### src/hw/pd_consts.vh
`ifndef PD_CONSTS_VH
`define PD_CONSTS_VH
`define A_MR0 4'h0
`define A_MR1 4'h1
`define A_MR2 4'h2
`define A_CTRL 4'h3
`define A_TPD 4'h4
`define A_TCKE_XP 4'h5
`define A_TXPDLL 4'h6
`define A_TPDMAX 4'h7
`define A_STATUS 4'h8
`define A_VIOL 4'h9
`define A_REFCNT 4'hA
`define MR0_PPD_FAST 12
`define MR0_WR_HI 11
`define MR0_WR_LO 9
`define MR1_RTT_B2 9
`define MR1_RTT_B1 6
`define MR1_RTT_B0 2
`define MR2_RTTWR_HI 10
`define MR2_RTTWR_LO 9
`define CTRL_DLL_DIS 0
`define CTRL_SELF_REF 1
`define RST_TPD 8'h03
`define RST_TCKE 8'h03
`define RST_TXP 8'h03
`define RST_TXPDLL 8'h0A
`define RST_TPDMAX 16'h015F
`define CMD_READ 4'h5
`define CMD_REF 4'h1
`define CMD_NOP 4'h7
`define NVIOL 6
`endif

### src/hw/pd_timer.v
`default_nettype none
module pd_timer (
   input wire core_clk,
   input wire rst_n,
   input wire load,
   input wire tick,
   input wire [7:0] value,
   output wire done
);
   reg [7:0] cnt_r;

   always @(posedge core_clk or negedge rst_n)
   begin
      if (!rst_n)
         cnt_r <= 8'h00;
      else if (load)
         cnt_r <= value;
      else if (tick && cnt_r != 8'h00)
         cnt_r <= cnt_r - 8'h01;
   end

   assign done = (cnt_r == 8'h00);
endmodule
`default_nettype wire

### src/hw/sdram_powerdown_reset_odt_ctrl.v
// Our own choices: the placing of the registers and the address-and-strobe port.
`include "pd_consts.vh"
`default_nettype none
module sdram_powerdown_reset_odt_ctrl (
   input wire core_clk,
   input wire rst_n,
   input wire ck,
   input wire cke,
   input wire [3:0] cmd_pins,
   input wire odt,
   input wire bank_open,
   input wire cmd_busy,
   input wire write_burst,
   input wire [3:0] reg_addr,
   input wire [15:0] reg_wdata,
   input wire reg_wr,
   input wire reg_rd,
   output reg [15:0] reg_rdata,
   output wire dll_on,
   output wire act_pd,
   output wire pre_pd,
   output wire buf_off,
   output wire out_en_n,
   output reg rtt_nom_on,
   output reg rtt_wr_on,
   output wire odt_async,
   output wire [4:0] wr_cycles
);
   // ********************************************************
   // Decoding helpers
   // ********************************************************
   localparam ST_IDLE = 2'd0;
   localparam ST_PEND = 2'd1;
   localparam ST_APD = 2'd2;
   localparam ST_PPD = 2'd3;

   function is_nop;
      input [3:0] c;
      begin
         is_nop = c[3] | (c == `CMD_NOP);
      end
   endfunction

   function [4:0] wr_decode;
      input [2:0] f;
      begin
         case (f)
            3'd1: wr_decode = 5'd5;
            3'd2: wr_decode = 5'd6;
            3'd3: wr_decode = 5'd7;
            3'd4: wr_decode = 5'd8;
            3'd5: wr_decode = 5'd10;
            3'd6: wr_decode = 5'd12;
            3'd7: wr_decode = 5'd14;
            default: wr_decode = 5'd16;
         endcase
      end
   endfunction

   // ********************************************************
   // Pin synchronisers
   // ********************************************************
   // The CK pin is slow beside core_clk, so its edges are found by
   // sampling; every pin passes two flops before any logic looks at it.
   reg [6:0] sync1_r;
   reg [6:0] sync2_r;
   reg ck_prev_r;
   wire ck_s;
   wire cke_s;
   wire [3:0] cmd_s;
   wire odt_s;
   wire ck_rise;

   always @(posedge core_clk or negedge rst_n)
   begin
      if (!rst_n)
      begin
         sync1_r <= 7'h00;
         sync2_r <= 7'h00;
         ck_prev_r <= 1'b0;
      end
      else
      begin
         sync1_r <= {ck, cke, cmd_pins, odt};
         sync2_r <= sync1_r;
         ck_prev_r <= sync2_r[6];
      end
   end

   assign ck_s = sync2_r[6];
   assign cke_s = sync2_r[5];
   assign cmd_s = sync2_r[4:1];
   assign odt_s = sync2_r[0];
   assign ck_rise = ck_s & ~ck_prev_r;

   // ********************************************************
   // Register file
   // ********************************************************
   reg [12:0] mr0_r;
   reg [2:0] rtt_nom_r;
   reg [1:0] rtt_wr_r;
   reg [1:0] ctrl_r;
   reg [7:0] tpd_r;
   reg [7:0] tcke_r;
   reg [7:0] txp_r;
   reg [7:0] txpdll_r;
   reg [15:0] tpdmax_r;
   reg [`NVIOL-1:0] viol_r;
   reg [`NVIOL-1:0] viol_set;
   reg [15:0] refcnt_r;
   reg [1:0] state_r;
   reg dll_r;
   reg syncing_r;
   wire wr_hit;

   assign wr_hit = reg_wr & (reg_addr == `A_VIOL);

   always @(posedge core_clk or negedge rst_n)
   begin
      if (!rst_n)
      begin
         mr0_r <= 13'h0000;
         rtt_nom_r <= 3'h0;
         rtt_wr_r <= 2'h0;
         ctrl_r <= 2'h0;
         tpd_r <= `RST_TPD;
         tcke_r <= `RST_TCKE;
         txp_r <= `RST_TXP;
         txpdll_r <= `RST_TXPDLL;
         tpdmax_r <= `RST_TPDMAX;
      end
      else if (reg_wr)
      begin
         case (reg_addr)
            `A_MR0: mr0_r <= reg_wdata[12:0];
            `A_MR1: rtt_nom_r <= {reg_wdata[`MR1_RTT_B2],
                                  reg_wdata[`MR1_RTT_B1],
                                  reg_wdata[`MR1_RTT_B0]};
            `A_MR2: rtt_wr_r <= reg_wdata[`MR2_RTTWR_HI:`MR2_RTTWR_LO];
            `A_CTRL: ctrl_r <= reg_wdata[1:0];
            `A_TPD: tpd_r <= reg_wdata[7:0];
            `A_TCKE_XP:
            begin
               tcke_r <= reg_wdata[7:0];
               txp_r <= reg_wdata[15:8];
            end
            `A_TXPDLL: txpdll_r <= reg_wdata[7:0];
            `A_TPDMAX: tpdmax_r <= reg_wdata;
            default: ;
         endcase
      end
   end

   // A violation caught in the same cycle as its clear stays set.
   always @(posedge core_clk or negedge rst_n)
   begin
      if (!rst_n)
         viol_r <= {`NVIOL{1'b0}};
      else
         viol_r <= (viol_r & ~({`NVIOL{wr_hit}} & reg_wdata[`NVIOL-1:0]))
                   | viol_set;
   end

   // The refresh counter is deliberately kept out of the reset tree;
   // software seeds it once after power-up.
   always @(posedge core_clk)
   begin
      if (reg_wr && reg_addr == `A_REFCNT)
         refcnt_r <= reg_wdata;
      else if (ck_rise && cke_s && cmd_s == `CMD_REF)
         refcnt_r <= refcnt_r + 16'h0001;
   end

   always @(posedge core_clk or negedge rst_n)
   begin
      if (!rst_n)
         reg_rdata <= 16'h0000;
      else if (reg_rd)
      begin
         case (reg_addr)
            `A_MR0: reg_rdata <= {3'b000, mr0_r};
            `A_MR1: reg_rdata <= {6'h00, rtt_nom_r[2], 2'b00,
                                  rtt_nom_r[1], 3'b000, rtt_nom_r[0], 2'b00};
            `A_MR2: reg_rdata <= {5'h00, rtt_wr_r, 9'h000};
            `A_CTRL: reg_rdata <= {14'h0000, ctrl_r};
            `A_TPD: reg_rdata <= {8'h00, tpd_r};
            `A_TCKE_XP: reg_rdata <= {txp_r, tcke_r};
            `A_TXPDLL: reg_rdata <= {8'h00, txpdll_r};
            `A_TPDMAX: reg_rdata <= tpdmax_r;
            `A_STATUS: reg_rdata <= {6'h00, wr_cycles, odt_async,
                                     syncing_r, dll_on, state_r};
            `A_VIOL: reg_rdata <= {10'h000, viol_r};
            `A_REFCNT: reg_rdata <= refcnt_r;
            default: reg_rdata <= 16'h0000;
         endcase
      end
      else
         reg_rdata <= 16'h0000;
   end

   assign wr_cycles = wr_decode(mr0_r[`MR0_WR_HI:`MR0_WR_LO]);

   // ********************************************************
   // Exit and entry timers
   // ********************************************************
   // Timer 0 minimum power-down, 1 CKE high, 2 exit, 3 DLL-lock exit.
   wire [3:0] t_load;
   wire [3:0] t_done;
   wire [31:0] t_value;
   wire in_pd;
   wire entry_ev;
   wire exit_ev;

   assign t_value = {txpdll_r, txp_r, tcke_r, tpd_r};
   assign t_load = {exit_ev, exit_ev, exit_ev, entry_ev};

   genvar gi;
   generate
      for (gi = 0; gi < 4; gi = gi + 1)
      begin : g_tmr
         pd_timer u_tmr (
            .core_clk(core_clk),
            .rst_n(rst_n),
            .load(t_load[gi]),
            .tick(ck_rise),
            .value(t_value[gi*8 +: 8]),
            .done(t_done[gi])
         );
      end
   endgenerate

   // ********************************************************
   // Power-down state machine
   // ********************************************************
   reg cke_last_r;
   reg slow_exit_r;
   reg [15:0] pd_cnt_r;
   reg [1:0] state_nxt;
   wire ppd_slow;

   assign in_pd = (state_r != ST_IDLE);
   assign entry_ev = ck_rise & (state_r == ST_IDLE) & cke_last_r & ~cke_s
                     & is_nop(cmd_s);
   assign exit_ev = ck_rise & in_pd & cke_s & is_nop(cmd_s);
   assign ppd_slow = ~mr0_r[`MR0_PPD_FAST];

   always @*
   begin
      state_nxt = state_r;
      case (state_r)
         ST_IDLE:
            if (entry_ev)
            begin
               if (cmd_busy)
                  state_nxt = ST_PEND;
               else if (bank_open)
                  state_nxt = ST_APD;
               else
                  state_nxt = ST_PPD;
            end
         ST_PEND:
            if (exit_ev)
               state_nxt = ST_IDLE;
            else if (!cmd_busy)
               state_nxt = bank_open ? ST_APD : ST_PPD;
         ST_APD, ST_PPD:
            if (exit_ev)
               state_nxt = ST_IDLE;
         default: state_nxt = ST_IDLE;
      endcase
   end

   // Reset clears the machine whenever it falls, even in power-down.
   always @(posedge core_clk or negedge rst_n)
   begin
      if (!rst_n)
      begin
         state_r <= ST_IDLE;
         cke_last_r <= 1'b0;
         dll_r <= 1'b1;
         syncing_r <= 1'b0;
         slow_exit_r <= 1'b0;
         pd_cnt_r <= 16'h0000;
      end
      else
      begin
         state_r <= state_nxt;
         if (ck_rise)
            cke_last_r <= cke_s;
         if (state_nxt == ST_PPD && state_r != ST_PPD)
            dll_r <= ~ppd_slow;
         else if (state_nxt == ST_APD)
            dll_r <= 1'b1;
         else if (exit_ev)
            dll_r <= 1'b1;
         if (exit_ev)
         begin
            slow_exit_r <= (state_r == ST_PPD) & ~dll_r;
            syncing_r <= (state_r == ST_PPD) & ~dll_r;
         end
         else if (t_done[3])
            syncing_r <= 1'b0;
         if (!in_pd)
            pd_cnt_r <= 16'h0000;
         else if (ck_rise && pd_cnt_r != 16'hFFFF)
            pd_cnt_r <= pd_cnt_r + 16'h0001;
      end
   end

   // ********************************************************
   // Timing checks on the controller
   // ********************************************************
   // Checks only flag; the device keeps operating so a log shows
   // every slip instead of hiding later ones.
   always @*
   begin
      viol_set = {`NVIOL{1'b0}};
      viol_set[0] = exit_ev & ~t_done[0];
      viol_set[1] = ck_rise & ~in_pd & ~cke_s & ~t_done[1];
      viol_set[2] = ck_rise & ~in_pd & cke_s & ~is_nop(cmd_s)
                    & ~t_done[2];
      viol_set[3] = (ck_rise & ~in_pd & slow_exit_r & ~t_done[3]
                     & ((cmd_s == `CMD_READ) | odt_s))
                    | (entry_ev & ~t_done[3]);
      viol_set[4] = in_pd & (pd_cnt_r > tpdmax_r);
      viol_set[5] = ctrl_r[`CTRL_SELF_REF] & odt_s;
   end

   // ********************************************************
   // Termination control
   // ********************************************************
   reg odt_q_r;
   wire nom_en;
   wire wr_en;
   wire term_ok;
   wire odt_eff;

   assign nom_en = (rtt_nom_r != 3'd0) & (rtt_nom_r < 3'd6);
   assign wr_en = (rtt_wr_r != 2'd0);
   assign term_ok = ~ctrl_r[`CTRL_DLL_DIS]
                    & ~ctrl_r[`CTRL_SELF_REF]
                    & (nom_en | wr_en);
   assign odt_async = ((state_r == ST_PPD) & ~dll_r) | syncing_r;
   assign odt_eff = odt_async ? odt_s : odt_q_r;

   always @(posedge core_clk or negedge rst_n)
   begin
      if (!rst_n)
      begin
         odt_q_r <= 1'b0;
         rtt_nom_on <= 1'b0;
         rtt_wr_on <= 1'b0;
      end
      else
      begin
         if (ck_rise)
            odt_q_r <= odt_s;
         rtt_nom_on <= term_ok & nom_en & odt_eff
                       & ~(wr_en & write_burst);
         rtt_wr_on <= term_ok & wr_en & write_burst & odt_eff;
      end
   end

   // ********************************************************
   // Buffer and DLL outputs
   // ********************************************************
   assign dll_on = dll_r & ~ctrl_r[`CTRL_DLL_DIS];
   assign act_pd = (state_r == ST_APD);
   assign pre_pd = (state_r == ST_PPD);
   assign buf_off = act_pd | pre_pd;
   assign out_en_n = buf_off | ~rst_n;
endmodule
`default_nettype wire

### config.mk
export PLATFORM = sky130hd
export DESIGN_NAME = sdram_powerdown_reset_odt_ctrl
export DESIGN_NICKNAME = d
export VERILOG_FILES = /design/src/hw/pd_timer.v /design/src/hw/sdram_powerdown_reset_odt_ctrl.v
export VERILOG_INCLUDE_DIRS = /design/src /design/src/hw
export SDC_FILE = /design/constraint.sdc
export NUM_CORES = 1
export LEC_CHECK = 0
export BUFFER_PORTS_ARGS = -buffer_cell sky130_fd_sc_hd__buf_4
export CAP_MARGIN = 20
export CORE_MARGIN = 2
export CORE_UTILIZATION = 55
export DETAILED_ROUTE_END_ITERATION = 6
export PLACE_DENSITY = 0.88
export RECOVER_POWER = 50
export REMOVE_ABC_BUFFERS = 1
export SYNTH_ARGS = -nofsm -noshare
export SYNTH_HDL_FRONTEND = slang
export SYNTH_SLANG_ARGS = --single-unit
export TNS_END_PERCENT = 20
### constraint.sdc
create_clock -name core_clk -period 3.06 [get_ports core_clk]
set_clock_uncertainty 0.2 [all_clocks]
set_input_delay 0.306 -clock core_clk [delete_from_list [all_inputs] [get_ports core_clk]]
set_output_delay 0.306 -clock core_clk [all_outputs]
set_load 0.01 [all_outputs]
==> results.json <==
{
  "synth.ff_latch_count": 178,
  "synth-edff-count": 16,
  "drt-wirelength-per-cell_um": 21.5,
  "timing.final.hold_violations": 0,
  "layout_common_cells": "sky130_fd_sc_hd__dfrtp_1 (146), sky130_fd_sc_hd__nand2_1 (80), sky130_fd_sc_hd__mux2_2 (72)",
  "drt_iter0_drc": 966,
  "worst_ep_arrival_time_ns": 2.55,
  "run_status": "completed",
  "timing.critical_path.fanout_max": 24,
  "wirelength_um": 24800,
  "timing.hold.ws_ns": 0.0137,
  "floorplan.core_area_um2": 15900,
  "cts_num_sinks": 178,
  "placedInstanceArea_um2": 9670,
  "post-dp-hpwl_um": 16600,
  "synthArstFlopShare_pct": 91.0,
  "grt_pass1_wl_um": 39800,
  "timing.final.ws_setup_ns": 0.585,
  "final.setup.tns_ns": 0,
  "initial_utilization_pct": 56.3,
  "path_cells": "clkbuf_1 > and2b_1 > and2_0 > clkbuf_1 > a221oi_1 > a21oi_1",
  "critical_path_buf_inv_count": 2,
  "synth.yosys.warnings": 0,
  "syn_area_per_cell_um2": 10.6,
  "worst_pin_slew_ns": 1.29,
  "fill_cells": 1167,
  "cp_slowest_stage_delay_ns": 0.78,
  "clk_latency_ns": 0.44,
  "die_height_um": 132,
  "vias": 7322,
  "chip_width_um": 132,
  "worstSetupStartpointType": "input port",
  "final_cell_area_um2": 10400,
  "worst_setup_hold_path_clk_slew_ns": 0.07,
  "cpLargestDelayFamily": "buffers and inverters",
  "critPathMostFrequentCell": "sky130_fd_sc_hd__clkbuf_1",
  "most_common_cell_after_layout_fill_and_taps_aside": "sky130_fd_sc_hd__dfrtp_1",
  "final_period_minus_worst_setup_slack_ns": 2.48,
  "power.total_w": 0.00744,
  "synth_ff_type": "sky130_fd_sc_hd__dfrtp_1",
  "slew_headroom_pct": 14.2,
  "number_of_clock_buffers_inserted_by_tritoncts": 17,
  "synth.yosys.seq_area_share_pct": 50.7,
  "antenna_cells_inserted": 0,
  "top_level_ports": 63,
  "clock_root_buffer": "sky130_fd_sc_hd__clkbuf_16",
  "maxClockFrequency_mhz": 404,
  "gpl.final_weighted_congestion": 0.941,
  "critical_path.endpoint_type": "flip-flop",
  "resized_after_cts": 0,
  "synthDistinctLibCells": 64,
  "power-per-cell-area_nw_per_um2": 716,
  "timing.hold.worst.class": "in -> reg",
  "grt_start_max_net_pins": 80,
  "critPathSlowestCell": "sky130_fd_sc_hd__clkbuf_1",
  "maxCapViolations": 0,
  "route.detailed.drc": 0,
  "share_of_cells_above_drive_strength_1_pct": 19.6,
  "grt_overflow_total": 0,
  "floorplan.die_area_um2": 17400,
  "finish.net_count": 983,
  "grt_setup_unrepaired": "false",
  "final_cycle_share_pct": 80.9,
  "post_syn_instances": 849,
  "clock_tree.htree_level_count": 4,
  "detail-route-antenna-nets": 0,
  "synthesis_to_finish_area_growth_pct": 15.6,
  "cp.required_ns": 3.14,
  "vias_per_cell": 6.36,
  "antenna_found_initial": 0,
  "vias_in_the_first_global_route": 7351,
  "report.final.setup_viol": 0,
  "core.rowCount": 46,
  "buffers_added_on_ports": 62,
  "total_leakage_power_nw": 4.32,
  "maxSlewViolCount": 0,
  "clock_tree.buffer_depth": 2,
  "cts_tree": "done",
  "detail_route.first_pass.iterations": 7,
  "total_standard_cell_area_after_synthesis_um2": 8980,
  "setup.worst_path.class": "in -> reg",
  "ir_drop_mv": 0.378,
  "pre_cts_slack_ns": 0.624,
  "grt_usage_pct": 29.4
}
[synthesized netlist by cell type (3+ instances only)]
cell,count,area [um^2]
sky130_fd_sc_hd__a211oi_1,3,22.5
sky130_fd_sc_hd__a21o_1,4,30.0
sky130_fd_sc_hd__a21oi_1,56,280
sky130_fd_sc_hd__a221oi_1,7,61.3
sky130_fd_sc_hd__a22o_1,10,87.6
sky130_fd_sc_hd__a22oi_1,18,135
sky130_fd_sc_hd__a31oi_1,10,62.6
sky130_fd_sc_hd__a41oi_1,3,26.3
sky130_fd_sc_hd__and2_1,3,18.8
sky130_fd_sc_hd__and3_1,10,62.6
sky130_fd_sc_hd__and4_1,6,52.6
sky130_fd_sc_hd__buf_2,12,60.1
sky130_fd_sc_hd__buf_4,3,22.5
sky130_fd_sc_hd__clkbuf_1,23,86.3
sky130_fd_sc_hd__dfrtp_1,146,3650
sky130_fd_sc_hd__dfstp_2,16,420
sky130_fd_sc_hd__edfxtp_1,16,480
sky130_fd_sc_hd__ha_1,26,325
sky130_fd_sc_hd__inv_1,29,109
sky130_fd_sc_hd__mux2_2,72,811
sky130_fd_sc_hd__mux2i_1,9,90.1
sky130_fd_sc_hd__nand2_1,80,300
sky130_fd_sc_hd__nand2b_1,4,25.0
sky130_fd_sc_hd__nand3_1,32,160
sky130_fd_sc_hd__nand3b_1,5,37.5
sky130_fd_sc_hd__nand4_1,11,68.8
sky130_fd_sc_hd__nor2_1,57,214
sky130_fd_sc_hd__nor2b_1,11,68.8
sky130_fd_sc_hd__nor3_1,23,115
sky130_fd_sc_hd__nor3b_1,6,45.0
sky130_fd_sc_hd__nor4_1,11,68.8
sky130_fd_sc_hd__o21ai_0,30,150
sky130_fd_sc_hd__o311ai_0,5,43.8
sky130_fd_sc_hd__or2_2,3,18.8
sky130_fd_sc_hd__or3_1,5,31.3
sky130_fd_sc_hd__or4_1,4,30.0
sky130_fd_sc_hd__xnor2_1,36,315
sky130_fd_sc_hd__xor2_1,13,114
[final timing paths]
path	startpoint	slack (ns)	to	depth (start not counted)
worst max register to register	g_tmr[3].u_tmr.cnt_r[2]	0.73	g_tmr[3].u_tmr.cnt_r[2]	5
min in group asynchronous	rst_n	0.12	g_tmr[0].u_tmr.cnt_r[6]	2
worst max-delay path	reg_addr[1]	0.58	reg_rdata[3]	6
worst min register to register	sync1_r[3]	0.15	sync2_r[3]	0
worst min-delay path	write_burst	0.01	rtt_wr_on	3
max in group asynchronous	rst_n	0.98	g_tmr[2].u_tmr.cnt_r[1]	3
[tightest hold or removal path, stage by stage]
cell                      delay (ns)
sky130_fd_sc_hd__buf_4          0.10
sky130_fd_sc_hd__o21ai_0        0.13
sky130_fd_sc_hd__nor4_1         0.07
[stage by stage]
stage	instances	util (%)
floorplan	808	-
global placement	1101	60.6
detailed placement	1101	60.6
CTS	1152	65.8
global route	1152	65.1
finish	1152	65.1
[sequential cells by signal, indices dropped and copies added (netlist names), 2 cells and up]
register / count
state_r: 2
rtt_nom_r: 3
viol_r: 6
sync2_r: 7
tpdmax_r: 16
g_tmr.u_tmr.cnt_r: 32
tcke_r: 8
mr0_r: 13
txpdll_r: 8
txp_r: 8
refcnt_r: 16
ctrl_r: 2
reg_rdata: 16
tpd_r: 8
pd_cnt_r: 16
rtt_wr_r: 2
sync1_r: 7
[repair_timing]
action	4_1_cts	5_1_grt
hold buffers	19	0
setup buffers	0	0
endpoints found under the setup margin	0	0
hold endpoints to repair	134	0
[cell families (layout without fill, tap and decap cells)]
logic type	Yosys count	after routing	share of synthesized area (%)
compound gates	162	162	11.5
mux	81	81	10.0
simple gates	283	283	16.1
fa+ha+maj	26	26	3.62
flops	178	178	50.7
xor+xnor	49	49	4.78
buf+inv	70	157	3.23
[area by class of cell]
cell class,instances,area (um^2),area share [%]
Sequential cell,178,4550,43.9
Inverter,29,109,1.05
Clock inverter,10,145,1.40
Clock buffer,22,485,4.68
Multi-Input combinational cell,601,4120,39.7
Tap cell,216,270,2.60
Timing Repair Buffer,96,696,6.70
[layer usage]
| metal | up-vias | GRT usage (%) | share of wire [%] |
|---|---|---|---|
| met5 | - | 0 | 0 |
| met4 | 0 | 14.9 | 4.1 |
| met3 | 86 | 6.00 | 9.0 |
| met2 | 445 | 47.1 | 48 |
| met1 | 3582 | 38.3 | 39 |
| li1 | 3209 | - | - |
[report_power, final]
part	switching, W	internal [W]
clock network	0.000924	0.00139
registers	0.000508	0.00291
logic	0.000933	0.000776
total	0.00236	0.00507
(Power assumes the default switching activity.)
